$ cat src/pkg/pfsa_regs.svh
// Constants for the program flash self-access block
`ifndef PFSA_REGS_SVH
`define PFSA_REGS_SVH
`define PFSA_WORD_W 14
`define PFSA_ADDR_W 15
`define PFSA_ROW_LSB 5
`define PFSA_ROW_WORDS 32
`define PFSA_LATCH_N 32
`define PFSA_LOW_MSB 7
`define PFSA_HIGH_LSB 8
`define PFSA_HIGH_W 6
`define PFSA_WRT_ALL_OFF 2'h3
`define PFSA_WRT_LOW_LIMIT 15'h0200
`define PFSA_WRT_HALF_LIMIT 15'h1000
`define PFSA_WRT_FULL_LIMIT 15'h7FFF
`define PFSA_ERASE_DATA 14'h3FFF
`endif

$ cat src/pkg/pfsa_pkg.sv
// Types shared by the program flash self-access block
package pfsa_pkg;
  // Control register bits written by software
  typedef struct packed {
    logic config_space_select;
    logic program_memory_select;
    logic rd;
    logic wr;
    logic free;
    logic lwlo;
  } pfsa_ctrl_t;
  // Array port request
  typedef struct packed {
    logic rd;
    logic erase;
    logic prog;
    logic [14:0] addr;
  } pfsa_arr_req_t;
  // Sequencer states
  typedef enum logic [4:0] {
    PFSA_IDLE  = 5'h01,
    PFSA_WAIT  = 5'h02,
    PFSA_READ  = 5'h04,
    PFSA_ERASE = 5'h08,
    PFSA_PROG  = 5'h10
  } pfsa_state_t;
endpackage

$ cat src/pfsa_protect.sv
// Write-protection address check
`timescale 1ns/10ps
`include "pfsa_regs.svh"
module pfsa_protect (
  input wire logic [1:0] write_protect_field,
  input wire logic [`PFSA_ADDR_W-1:0] addr,
  output logic blocked
);
  // Upper bound of the protected segment for each setting
  logic [`PFSA_ADDR_W-1:0] limit;
  assign limit = (write_protect_field == `PFSA_WRT_ALL_OFF) ? '0 :
                 (write_protect_field == 2'h2) ? `PFSA_WRT_LOW_LIMIT :
                 (write_protect_field == 2'h1) ? `PFSA_WRT_HALF_LIMIT :
                 `PFSA_WRT_FULL_LIMIT;
  // Lower segment protected up to limit; full setting covers all
  assign blocked = (write_protect_field == 2'h0) || (addr < limit);
endmodule

$ cat src/pfsa_top.sv
// Program flash self-access sequencer: reads, row erase, latch programming
// Function
// - Memory in rows of 14-bit words; row erases
// - Reject erase/write to write-protected segment
// - Data pair writes in idle load hidden 14-bit latches
// - 32-word rows and latches, aligned
// - Erased row reprogrammable wholly or partly
// - Second cycle after read strobe does array access
// - Read word appears in pair next cycle
// - Pair holds result until read or write
// - Self-read ignores code protection bit
`timescale 1ns/10ps
`include "pfsa_regs.svh"
module pfsa_top #(
  parameter int LATCH_N = `PFSA_LATCH_N,
  parameter int WORD_W = `PFSA_WORD_W
) (
  input wire logic clk_sys,
  input wire logic reset_n,
  // Software register writes, one-cycle strobes
  input wire logic addr_low_we,
  input wire logic addr_high_we,
  input wire logic data_low_we,
  input wire logic data_high_we,
  input wire logic ctrl_we,
  input wire logic [7:0] wdata,
  input wire pfsa_pkg::pfsa_ctrl_t ctrl_wdata,
  // Configuration word fields
  input wire logic [1:0] write_protect_field,
  input wire logic code_protect_bit,
  // Array data returned for a read
  input wire logic [WORD_W-1:0] array_rdata,
  // Register views
  output logic [7:0] flash_addr_low_reg,
  output logic [7:0] flash_addr_high_reg,
  output logic [7:0] flash_data_low_reg,
  output logic [7:0] flash_data_high_reg,
  output pfsa_pkg::pfsa_ctrl_t flash_control_reg,
  output logic write_error,
  // CPU stall: instruction in this slot is dropped
  output logic cpu_ignore,
  // Array port
  output pfsa_pkg::pfsa_arr_req_t array_req,
  output logic [WORD_W-1:0] array_wdata
);
  // Register state
  logic [7:0] addr_lo_q, addr_hi_q;
  logic [WORD_W-1:0] data_q, data_d;
  pfsa_pkg::pfsa_ctrl_t ctrl_q, ctrl_d;
  pfsa_pkg::pfsa_state_t state_q, state_d;
  logic err_q, err_d, ign_q, ign_d;
  pfsa_pkg::pfsa_arr_req_t req_q, req_d;
  logic [WORD_W-1:0] wdata_q, wdata_d;
  // Hidden write latches, not addressable by software
  logic [WORD_W-1:0] latch_q [LATCH_N];
  logic [$clog2(LATCH_N)-1:0] prog_idx_q, prog_idx_d;
  logic [`PFSA_ADDR_W-1:0] full_addr, row_base;
  logic [$clog2(LATCH_N)-1:0] lat_idx;
  logic blocked, start_rd, start_wr, data_wr;

  assign full_addr = {addr_hi_q[`PFSA_ADDR_W-9:0], addr_lo_q};
  // Row base has five low bits cleared
  assign row_base = {full_addr[`PFSA_ADDR_W-1:`PFSA_ROW_LSB], {`PFSA_ROW_LSB{1'b0}}};
  // Low address bits pick the latch within the row
  assign lat_idx = full_addr[`PFSA_ROW_LSB-1:0];
  // Code protection deliberately not consulted for reads
  assign start_rd = ctrl_we && ctrl_wdata.rd && ctrl_wdata.program_memory_select
                    && !ctrl_wdata.config_space_select;
  assign start_wr = ctrl_we && ctrl_wdata.wr && !ctrl_wdata.config_space_select;
  assign data_wr = data_low_we || data_high_we;

  // Protection is checked against the full address, not only the row
  pfsa_protect u_protect (
    .write_protect_field(write_protect_field),
    .addr(full_addr),
    .blocked(blocked)
  );

  // Address registers
  always_ff @(posedge clk_sys) begin
    if (!reset_n) begin
      addr_lo_q <= 8'h00;
      addr_hi_q <= 8'h00;
    end else begin
      if (addr_low_we) addr_lo_q <= wdata;
      // Only seven address bits exist above the low byte
      if (addr_high_we) addr_hi_q <= {1'b0, wdata[6:0]};
    end
  end

  // Write latch loading from the data pair
  always_ff @(posedge clk_sys) begin
    if (!reset_n) begin
      for (int i = 0; i < LATCH_N; i++) latch_q[i] <= `PFSA_ERASE_DATA;
    end else if (state_q == pfsa_pkg::PFSA_IDLE && data_wr) begin
      latch_q[lat_idx] <= data_d;
    end else if (state_q == pfsa_pkg::PFSA_PROG) begin
      // Programmed latches return to erased value for the next pass;
      // the word is copied into the write data register on this same edge
      latch_q[prog_idx_q] <= `PFSA_ERASE_DATA;
    end
  end

  // Sequencer and data pair next state
  // Read: idle (strobe cycle), wait, read (stalled slot), then load.
  // Erase is a single request cycle; programming walks every latch once.
  // Control writes are only taken in idle, so one operation runs at a time.
  always_comb begin
    state_d = state_q;
    ctrl_d = ctrl_q;
    data_d = data_q;
    err_d = err_q;
    ign_d = 1'b0;
    req_d = '0;
    wdata_d = wdata_q;
    prog_idx_d = prog_idx_q;
    // Software writes to the pair overwrite the held result
    if (data_low_we) data_d[`PFSA_LOW_MSB:0] = wdata;
    if (data_high_we) data_d[WORD_W-1:`PFSA_HIGH_LSB] = wdata[`PFSA_HIGH_W-1:0];
    unique case (state_q)
      pfsa_pkg::PFSA_IDLE: begin
        if (ctrl_we) begin
          // Strobe bits stay set only for an operation that starts;
          // otherwise a refused request would leave the block looking busy
          ctrl_d = ctrl_wdata;
          ctrl_d.rd = start_rd;
          ctrl_d.wr = start_wr && !start_rd && !blocked;
        end
        if (start_rd) begin
          // Read wins over a write requested in the same control write
          state_d = pfsa_pkg::PFSA_WAIT;
        end else if (start_wr) begin
          if (blocked) begin
            // Refused: error flag only, no array activity
            err_d = 1'b1;
          end else if (ctrl_wdata.free) begin
            err_d = 1'b0;
            state_d = pfsa_pkg::PFSA_ERASE;
            req_d = '{rd: 1'b0, erase: 1'b1, prog: 1'b0, addr: row_base};
          end else begin
            err_d = 1'b0;
            state_d = pfsa_pkg::PFSA_PROG;
            prog_idx_d = '0;
          end
        end
      end
      pfsa_pkg::PFSA_WAIT: begin
        // Next cycle is the stolen slot
        state_d = pfsa_pkg::PFSA_READ;
        ign_d = 1'b1;
        req_d = '{rd: 1'b1, erase: 1'b0, prog: 1'b0, addr: full_addr};
      end
      pfsa_pkg::PFSA_READ: begin
        data_d = array_rdata;
        ctrl_d.rd = 1'b0;
        state_d = pfsa_pkg::PFSA_IDLE;
      end
      pfsa_pkg::PFSA_ERASE: begin
        ctrl_d.wr = 1'b0;
        state_d = pfsa_pkg::PFSA_IDLE;
      end
      pfsa_pkg::PFSA_PROG: begin
        // One latch per cycle into its row slot; a fresh word every cycle
        // keeps the pass at exactly one cycle per latch
        req_d = '{rd: 1'b0, erase: 1'b0, prog: 1'b1,
                  addr: row_base | {{(`PFSA_ADDR_W-$clog2(LATCH_N)){1'b0}}, prog_idx_q}};
        wdata_d = latch_q[prog_idx_q];
        if (prog_idx_q == $clog2(LATCH_N)'(LATCH_N-1)) begin
          // Last word issued; its request stands for one cycle in idle
          ctrl_d.wr = 1'b0;
          state_d = pfsa_pkg::PFSA_IDLE;
        end else begin
          prog_idx_d = prog_idx_q + 1'b1;
        end
      end
      default: state_d = pfsa_pkg::PFSA_IDLE;
    endcase
  end

  // State registers
  // Synchronous reset; every output below except the address pair comes from one of these
  always_ff @(posedge clk_sys) begin
    if (!reset_n) begin
      state_q <= pfsa_pkg::PFSA_IDLE;
      ctrl_q <= '0;
      data_q <= '0;
      err_q <= 1'b0;
      ign_q <= 1'b0;
      req_q <= '0;
      wdata_q <= '0;
      prog_idx_q <= '0;
    end else begin
      state_q <= state_d;
      ctrl_q <= ctrl_d;
      data_q <= data_d;
      err_q <= err_d;
      ign_q <= ign_d;
      req_q <= req_d;
      wdata_q <= wdata_d;
      prog_idx_q <= prog_idx_d;
    end
  end

  // Outputs straight from flops; high byte upper bits read zero
  assign flash_addr_low_reg = addr_lo_q;
  assign flash_addr_high_reg = addr_hi_q;
  assign flash_data_low_reg = data_q[`PFSA_LOW_MSB:0];
  assign flash_data_high_reg = {2'h0, data_q[WORD_W-1:`PFSA_HIGH_LSB]};
  assign flash_control_reg = ctrl_q;
  assign write_error = err_q;
  assign cpu_ignore = ign_q;
  assign array_req = req_q;
  assign array_wdata = wdata_q;
endmodule
$ cat config.mk
export PLATFORM = sky130hd
export DESIGN_NAME = pfsa_top
export DESIGN_NICKNAME = d
export VERILOG_FILES = /design/src/pkg/pfsa_pkg.sv /design/src/pfsa_protect.sv /design/src/pfsa_top.sv
export VERILOG_INCLUDE_DIRS = /design/src /design/src/pkg
export SDC_FILE = /design/constraint.sdc
export NUM_CORES = 1
export LEC_CHECK = 0
export ABC_AREA = 1
export ABC_CLOCK_PERIOD_IN_PS = 5300
export CELL_PAD_IN_SITES_DETAIL_PLACEMENT = 1
export CELL_PAD_IN_SITES_GLOBAL_PLACEMENT = 1
export CORE_ASPECT_RATIO = 0.9
export CORE_MARGIN = 2
export CORE_UTILIZATION = 50
export CTS_BUF_LIST = sky130_fd_sc_hd__clkbuf_4 sky130_fd_sc_hd__clkbuf_8 sky130_fd_sc_hd__clkbuf_16
export DETAILED_ROUTE_END_ITERATION = 8
export DONT_BUFFER_PORTS = 1
export PLACE_DENSITY_LB_ADDON = 0.08
export SETUP_SLACK_MARGIN = 0.05
export SKIP_LAST_GASP = 1
export SYNTH_ARGS = -nofsm -noshare
export SYNTH_HDL_FRONTEND = slang
export SYNTH_HIERARCHICAL = 1
export SYNTH_SLANG_ARGS = --single-unit
$ cat constraint.sdc
create_clock -name clk_sys -period 5.3 [get_ports clk_sys]
set_input_delay 0.265 -clock clk_sys [delete_from_list [all_inputs] [get_ports clk_sys]]
set_output_delay 0.265 -clock clk_sys [all_outputs]
set_load 0.01 [all_outputs]
==> results of run 1 <==
worst max path at each step:
stage,start,end,slack [ns],cells past startpoint
2_1_floorplan,state_q[2],latch_q[3][0],2.31,8
3_3_place_gp,reset_n,latch_q[26][10],1.34,7
3_5_place_dp,reset_n,latch_q[26][2],1.13,7
4_1_cts,state_q[0],latch_q[26][2],1.38,8
5_1_grt,state_q[0],latch_q[26][5],1.11,8
6_report,state_q[0],latch_q[26][2],1.32,8
cell families (layout without fill, tap and decap cells):
| kind of cell | Yosys count | count (layout) | synth area share |
|---|---|---|---|
| AOI/OAI and AO/OA | 129 | 129 | 0.0281 |
| xor gates and xnor gates | 1 | 1 | 0.000350 |
| adders and majority gates | 10 | 10 | 0.00500 |
| buffers and inverters | 509 | 520 | 0.0803 |
| DFF | 527 | 527 | 0.601 |
| other | 1 | 3 | 0.000150 |
| and+or+nand+nor | 1721 | 1721 | 0.285 |
cell type report:
class	count	area, um2
Fill cell	5626	21300
Sequential cell	527	15000
Multi-Input combinational cell	1864	8090
Clock buffer	80	1640
Inverter	310	1170
Timing Repair Buffer	109	973
Tap cell	671	840
Clock inverter	21	145
what timing repair did:
item | in CTS | in global routing
resized for setup | 0 | 0
hold buffers | 53 | 0
endpoints found under the hold margin | 60 | 0
buffers inserted | 0 | 0
critical path: stages (launching register included):
cell and delay [ns]:
sky130_fd_sc_hd__dfxtp_1 0.35, sky130_fd_sc_hd__nor2_2 0.24, sky130_fd_sc_hd__nand3_4 0.14, sky130_fd_sc_hd__nor2_8 0.56, sky130_fd_sc_hd__o21ai_1 0.25, sky130_fd_sc_hd__inv_1 0.16
sky130_fd_sc_hd__nand3_2 0.66, sky130_fd_sc_hd__nor2_1 1.17, sky130_fd_sc_hd__nand2_1 0.13
per-layer routing:
metal | vias to the layer above | GRT usage | wire length (um)
met5 | - | 0 | 0
met4 | 0 | 0.110 | 2820
met3 | 190 | 0.0401 | 5250
met2 | 648 | 0.524 | 38900
met1 | 10200 | 0.433 | 34400
li1 | 9151 | - | -
per-stage QoR:
stage                     utilization  std cells  hold WS (ns)  total power [mW]
after floorplan                     -       2900         0.355              5.00
after global placement          0.520       3428         0.357              5.20
after detailed placement        0.520       3428         0.364              5.22
after CTS                       0.567       3582       0.00475              9.09
after global routing            0.567       3582        0.0665              9.32
final                           0.567       3582        0.0664              9.08
power groups by stage:
stage               logic [mW]  registers, mW  clock network [mW]
finish                   0.627           4.58                3.88
global route             0.672           4.58                4.07
CTS                      0.611           4.58                3.90
detailed placement       0.558           4.66                   0
global placement         0.538           4.66                   0
floorplan                0.346           4.65                   0
placed cells by master (no fill, tap or decap), types with 52 or more instances in the layout:
cell type                       instances
sky130_fd_sc_hd__nand2_1             1219
sky130_fd_sc_hd__edfxtp_1             448
sky130_fd_sc_hd__nand3_1              310
sky130_fd_sc_hd__inv_1                299
sky130_fd_sc_hd__nor2_1               117
sky130_fd_sc_hd__dfxtp_1               76
sky130_fd_sc_hd__clkbuf_16             57
sky130_fd_sc_hd__buf_4                 55
sky130_fd_sc_hd__o21ai_0               54
sky130_fd_sc_hd__dlygate4sd3_1         52
==> flow_metrics.tcl, run 1 <==
set metrics [dict create \
    outcome "completed" \
    cts_tree "done" \
    dpl-instance-area_um2 25600 \
    routed_wirelength_mm 81.4 \
    rsz_0062_raised_after_global_routing "false" \
    synth_seq_cells 527 \
    critical_path.max_fanout 25 \
    gate_count_post_synth 2898 \
    synth-main-ff-cell "sky130_fd_sc_hd__edfxtp_1" \
    p_comb_frac 0.069 \
    layout_cells_sized_above_1 0.0783 \
    peakVddDrop_mv 0.260 \
    worst-endpoint-required_ns 5.62 \
    finalCritPeriodShare 0.752 \
    largest_register "latch_q" \
    ff2ff_path_depth 8 \
    hold_viol_final 0 \
    power_frac_seq 0.504 \
    ioPinCount 110 \
    synth_area_per_cell_um2 8.63 \
    post-synth-top-area-fraction 0.538 \
    synth-async-reset-ratio 0 \
    floorplan.die.height_um 216 \
    setup.worst_path.start_class "register" \
    finalInstanceArea_um2 27900 \
    port-buffer-count 0 \
    grt_pass1_vias 20700 \
    slew_violations 0 \
    synth_enable_flop_cells 448 \
    worst_hold_path.num_cells 4 \
    globalplace.congestion 0.826 \
    cts_max_path_buffers 3 \
    crit_path_end_kind "register" \
    route.vias.total 20200 \
    yosys_warnings 6 \
    grt_util_all_layers 0.317 \
    setup_violations 0 \
    drt_pre_antenna_iters 5 \
    routed_via_density 5.63 \
    grt_first_pass_wirelength_mm 124 \
    placement_rows 77 \
    timing.hold.worst_endpoint "array_req[16]" \
    dieWidth_um 240 \
    synth.cell_area_um2 25000 \
    number_of_antenna_violations_at_the_first_check_in_global_routing 0 \
    power.net_switching_mw 2.17 \
    cts-root-buf "sky130_fd_sc_hd__clkbuf_16" \
    total_leakage_power_nw 10.9 \
    min_period_ns 3.98 \
    netlist_top_cells_area "sky130_fd_sc_hd__edfxtp_1, sky130_fd_sc_hd__nand2_1, sky130_fd_sc_hd__dfxtp_1" \
    drv.max_cap_violation_count 0 \
    regToRegEndpoint "latch_q[26][2]" \
    detail_route.iter0.violations 1841 \
    cts_inserted_buffers 57 \
    core_area_um2 49200 \
    initial_core_util 0.508 \
    globalRouteOverflowTotal 0 \
    synth.top_cells.by_count "sky130_fd_sc_hd__nand2_1, sky130_fd_sc_hd__edfxtp_1, sky130_fd_sc_hd__nand3_1" \
    synthDominantAreaCellType "sky130_fd_sc_hd__edfxtp_1" \
    fin_nets 2917 \
    drc 0 \
    final_critical_path_setup_slack_ns 1.32 \
    int_power_mw 6.91 \
    h-tree-depth 2 \
    hold_path_class "input pin to register" \
    cts.clk_slew.worst_paths_ns 0.06 \
    areaGrowthSynthToFinish_pct 11.5 \
    worstSkewPairLatency_ns 0.62 \
    post_synth_num_cell_types 37 \
    maxClockFrequency_mhz 251 \
    dp_hpwl_mm 48.7 \
    crit-reg2reg-launch "state_q[0]" \
    reg2reg_slack_ns 1.32 \
    hp-start "ctrl_we" \
    synthMostInstantiatedCell "sky130_fd_sc_hd__nand2_1" \
    timing.critical_path.arrival_ns 4.30 \
    place_ws_ns 1.13 \
    die-area_um2 51900 \
    antenna_cells 0 \
    final.setup_skew_ns 0.0296 \
    criticalPathCategory "register to register" \
    seq_area_frac_synth 0.601 \
    clock_sink_count 527 \
    route.detailed.wl_per_inst_um 22.7 \
    largest_register_ffs 448 \
    power.switching_fraction 0.239 \
    ant_nets 0 \
    worst_pin_slew_ns 1.31 \
    grt_max_degree 192 \
    slew_headroom 0.125 \
    share_clk_of_total_power 0.427 \
    setup_tns_ns 0 \
    pwr_density_cell_nw_per_um2 326 \
]
Note: power is estimated with default switching activity, not from simulation.
==> inputs of run 2 (changes only) <==
- ABC_CLOCK_PERIOD_IN_PS: 5300 -> 3700
- CORE_UTILIZATION: 50 -> 49
- clock period: 5.3 -> 3.7 ns (I/O delays scaled with it)
==> run 2 against run 1 <==
Wire length up 0.52%. Fmax increased by 21%. Non-clock buffer count up 16.
==> flow_metrics.tcl, run 2 (synthesis results as in run 1) <==
set metrics [dict create \
    outcome "completed" \
    slowest_stage "sky130_fd_sc_hd__dlygate4sd3_1" \
    routed_via_density 5.56 \
    grt_first_pass_wirelength_mm 123 \
    route.detailed.wl_per_inst_um 22.6 \
    dieWidth_um 242 \
    detail_route.iter0.violations 1841 \
    globalRouteOverflowTotal 0 \
    clock_sink_count 527 \
    cts_tree "done" \
    cts.clk_slew.worst_paths_ns 0.07 \
    critPathLaunch "flash_addr_high_reg[6]" \
    grt_pass1_vias 20600 \
    hp-start "reset_n" \
    share_clk_of_total_power 0.424 \
    h-tree-depth 2 \
    power.net_switching_mw 3.18 \
    largest_register "latch_q" \
    p_comb_frac 0.071 \
    critical_path.max_fanout 5 \
    cts_setup_buffers 0 \
    layout_common_cells "sky130_fd_sc_hd__nand2_1, sky130_fd_sc_hd__edfxtp_1, sky130_fd_sc_hd__nand3_1, sky130_fd_sc_hd__inv_1, sky130_fd_sc_hd__nor2_1" \
    cts-root-buf "sky130_fd_sc_hd__clkbuf_16" \
    maxClockFrequency_mhz 304 \
    power_after_layout_mw 13.0 \
    num-fill-cells 5854 \
    cp_cell_sequence "ha_1 -> inv_1 -> a21oi_2 -> nand2_1 -> nor3_2 -> nand2_1 -> nand2_1 -> nand2_1 -> o21ai_0 -> dlygate4sd3_1 -> nand3_1 -> dlygate4sd3_1" \
    criticalPathCategory "register to register" \
    final_critical_path_setup_slack_ns 0.406 \
    critPathTopFamily "buffers and inverters" \
    route.vias.total 20100 \
    global_route.usage.met2 0.514 \
    slew_headroom 0.218 \
    crit-reg2reg-launch "flash_addr_high_reg[6]" \
    dpl-instance-area_um2 25800 \
    pwr_density_cell_nw_per_um2 462 \
    most_common_cell_after_layout_fill_and_taps_aside "sky130_fd_sc_hd__nand2_1" \
    core_area_um2 50500 \
    layout_cells_sized_above_1 0.0832 \
    top_usage_layer "met2" \
    grt_max_degree 222 \
    globalplace.congestion 0.825 \
    power_frac_seq 0.505 \
    hold_path_class "input pin to register" \
    setup.worst_path.start_class "register" \
    areaGrowthSynthToFinish_pct 12.3 \
    int_power_mw 9.80 \
    drv.max_cap_violation_count 0 \
    setup_violations 0 \
    place_ws_ns 0.659 \
    worst-endpoint-required_ns 4.21 \
    dp_hpwl_mm 46.4 \
    multi_input_gate_area_um2 8100 \
    post_cts_resized 0 \
    setup_tns_ns 0 \
    worstSkewPairLatency_ns 0.62 \
    fin_nets 2932 \
    hold_viol_final 0 \
    routed_wirelength_mm 81.8 \
    path_buf_inv 3 \
    gr-usage-met3 0.0436 \
    finalInstanceArea_um2 28100 \
    timing.critical_path.arrival_ns 3.80 \
    final.setup_skew_ns 0.0240 \
    finalCritPeriodShare 0.890 \
    min_period_ns 3.29 \
    grt_util_all_layers 0.310 \
    grt.met1_usage 0.418 \
    drt_pre_antenna_iters 5 \
    rsz_0062_raised_after_global_routing "false" \
    largest_register_ffs 448 \
    crit_path_end_kind "register" \
    drc 0 \
    port-buffer-count 0 \
    initial_core_util 0.496 \
    floorplan.die.height_um 218 \
    cts_max_path_buffers 3 \
    number_of_antenna_violations_at_the_first_check_in_global_routing 2 \
    ff_latch_area_um2 15000 \
    peakVddDrop_mv 0.438 \
    ant_nets 0 \
    crit_path_frequent_cell "sky130_fd_sc_hd__nand2_1" \
    die-area_um2 52900 \
    cts_inserted_buffers 56 \
    power.switching_fraction 0.245 \
    ioPinCount 110 \
    timing.critical_path.slowest_cell_delay_ns 0.61 \
    post_cts_hold_buffer_count 54 \
    total_leakage_power_nw 11.0 \
    worst_pin_slew_ns 1.17 \
    placement_rows 78 \
    slew_violations 0 \
]
-- run 2: path summary, 6_finish.rpt --
| path | endpoint | slack (ns) | cells after the start |
|---|---|---|---|
| hold reg to reg | flash_control_reg[5] | 0.51 | 2 |
| setup reg to reg | state_q[0] | 0.41 | 12 |
| hold / removal | latch_q[25][5] | 0.03 | 1 |
| setup / recovery | state_q[0] | 0.41 | 12 |
-- run 2: area by class of cell --
cell class,count,area share
timing repair buffer,125,0.0412
multi-input combinational,1864,0.288
clock buffer,77,0.0582
inverter,310,0.0417
antenna,3,0.000267
sequential,527,0.535
tap,680,0.0303
clock inverter,29,0.00490
-- run 2: stage by stage --
step | std cells | hold WS [ns] | utilization
finish | 3615 | 0.0334 | 0.557
global route | 3613 | 0.0220 | 0.557
CTS | 3612 | 0.00257 | 0.557
detailed placement | 3452 | 0.281 | 0.511
global placement | 3452 | 0.278 | 0.511
floorplan | 2900 | 0.275 | -
-- run 2: worst register-to-register path: stages (launching register included) --
cell and delay, ns:
sky130_fd_sc_hd__dfxtp_1 0.40, sky130_fd_sc_hd__ha_1 0.34, sky130_fd_sc_hd__inv_1 0.08, sky130_fd_sc_hd__a21oi_2 0.17, sky130_fd_sc_hd__nand2_1 0.12, sky130_fd_sc_hd__nor3_2 0.20, sky130_fd_sc_hd__nand2_1 0.08, sky130_fd_sc_hd__nand2_1 0.07
sky130_fd_sc_hd__nand2_1 0.17, sky130_fd_sc_hd__o21ai_0 0.31, sky130_fd_sc_hd__dlygate4sd3_1 0.61, sky130_fd_sc_hd__nand3_1 0.07, sky130_fd_sc_hd__dlygate4sd3_1 0.57
-- run 2: power by group through the flow --
stage	registers [mW]	clock network (mW)	logic, mW
after CTS	6.55	5.54	0.898
after detailed placement	6.68	0	0.809
after global placement	6.67	0	0.779
after floorplan	6.66	0	0.496
final	6.55	5.51	0.919
after global routing	6.55	5.76	0.989
-- run 2: per-layer routing --
metal  part of all wire  vias up  wire length (um)
li1                   -     9184                 -
met5            0.00022        -                18
met2               0.47      626             38800
met3              0.062      163              5050
met4              0.036        2              2920
met1               0.43    10100             35000
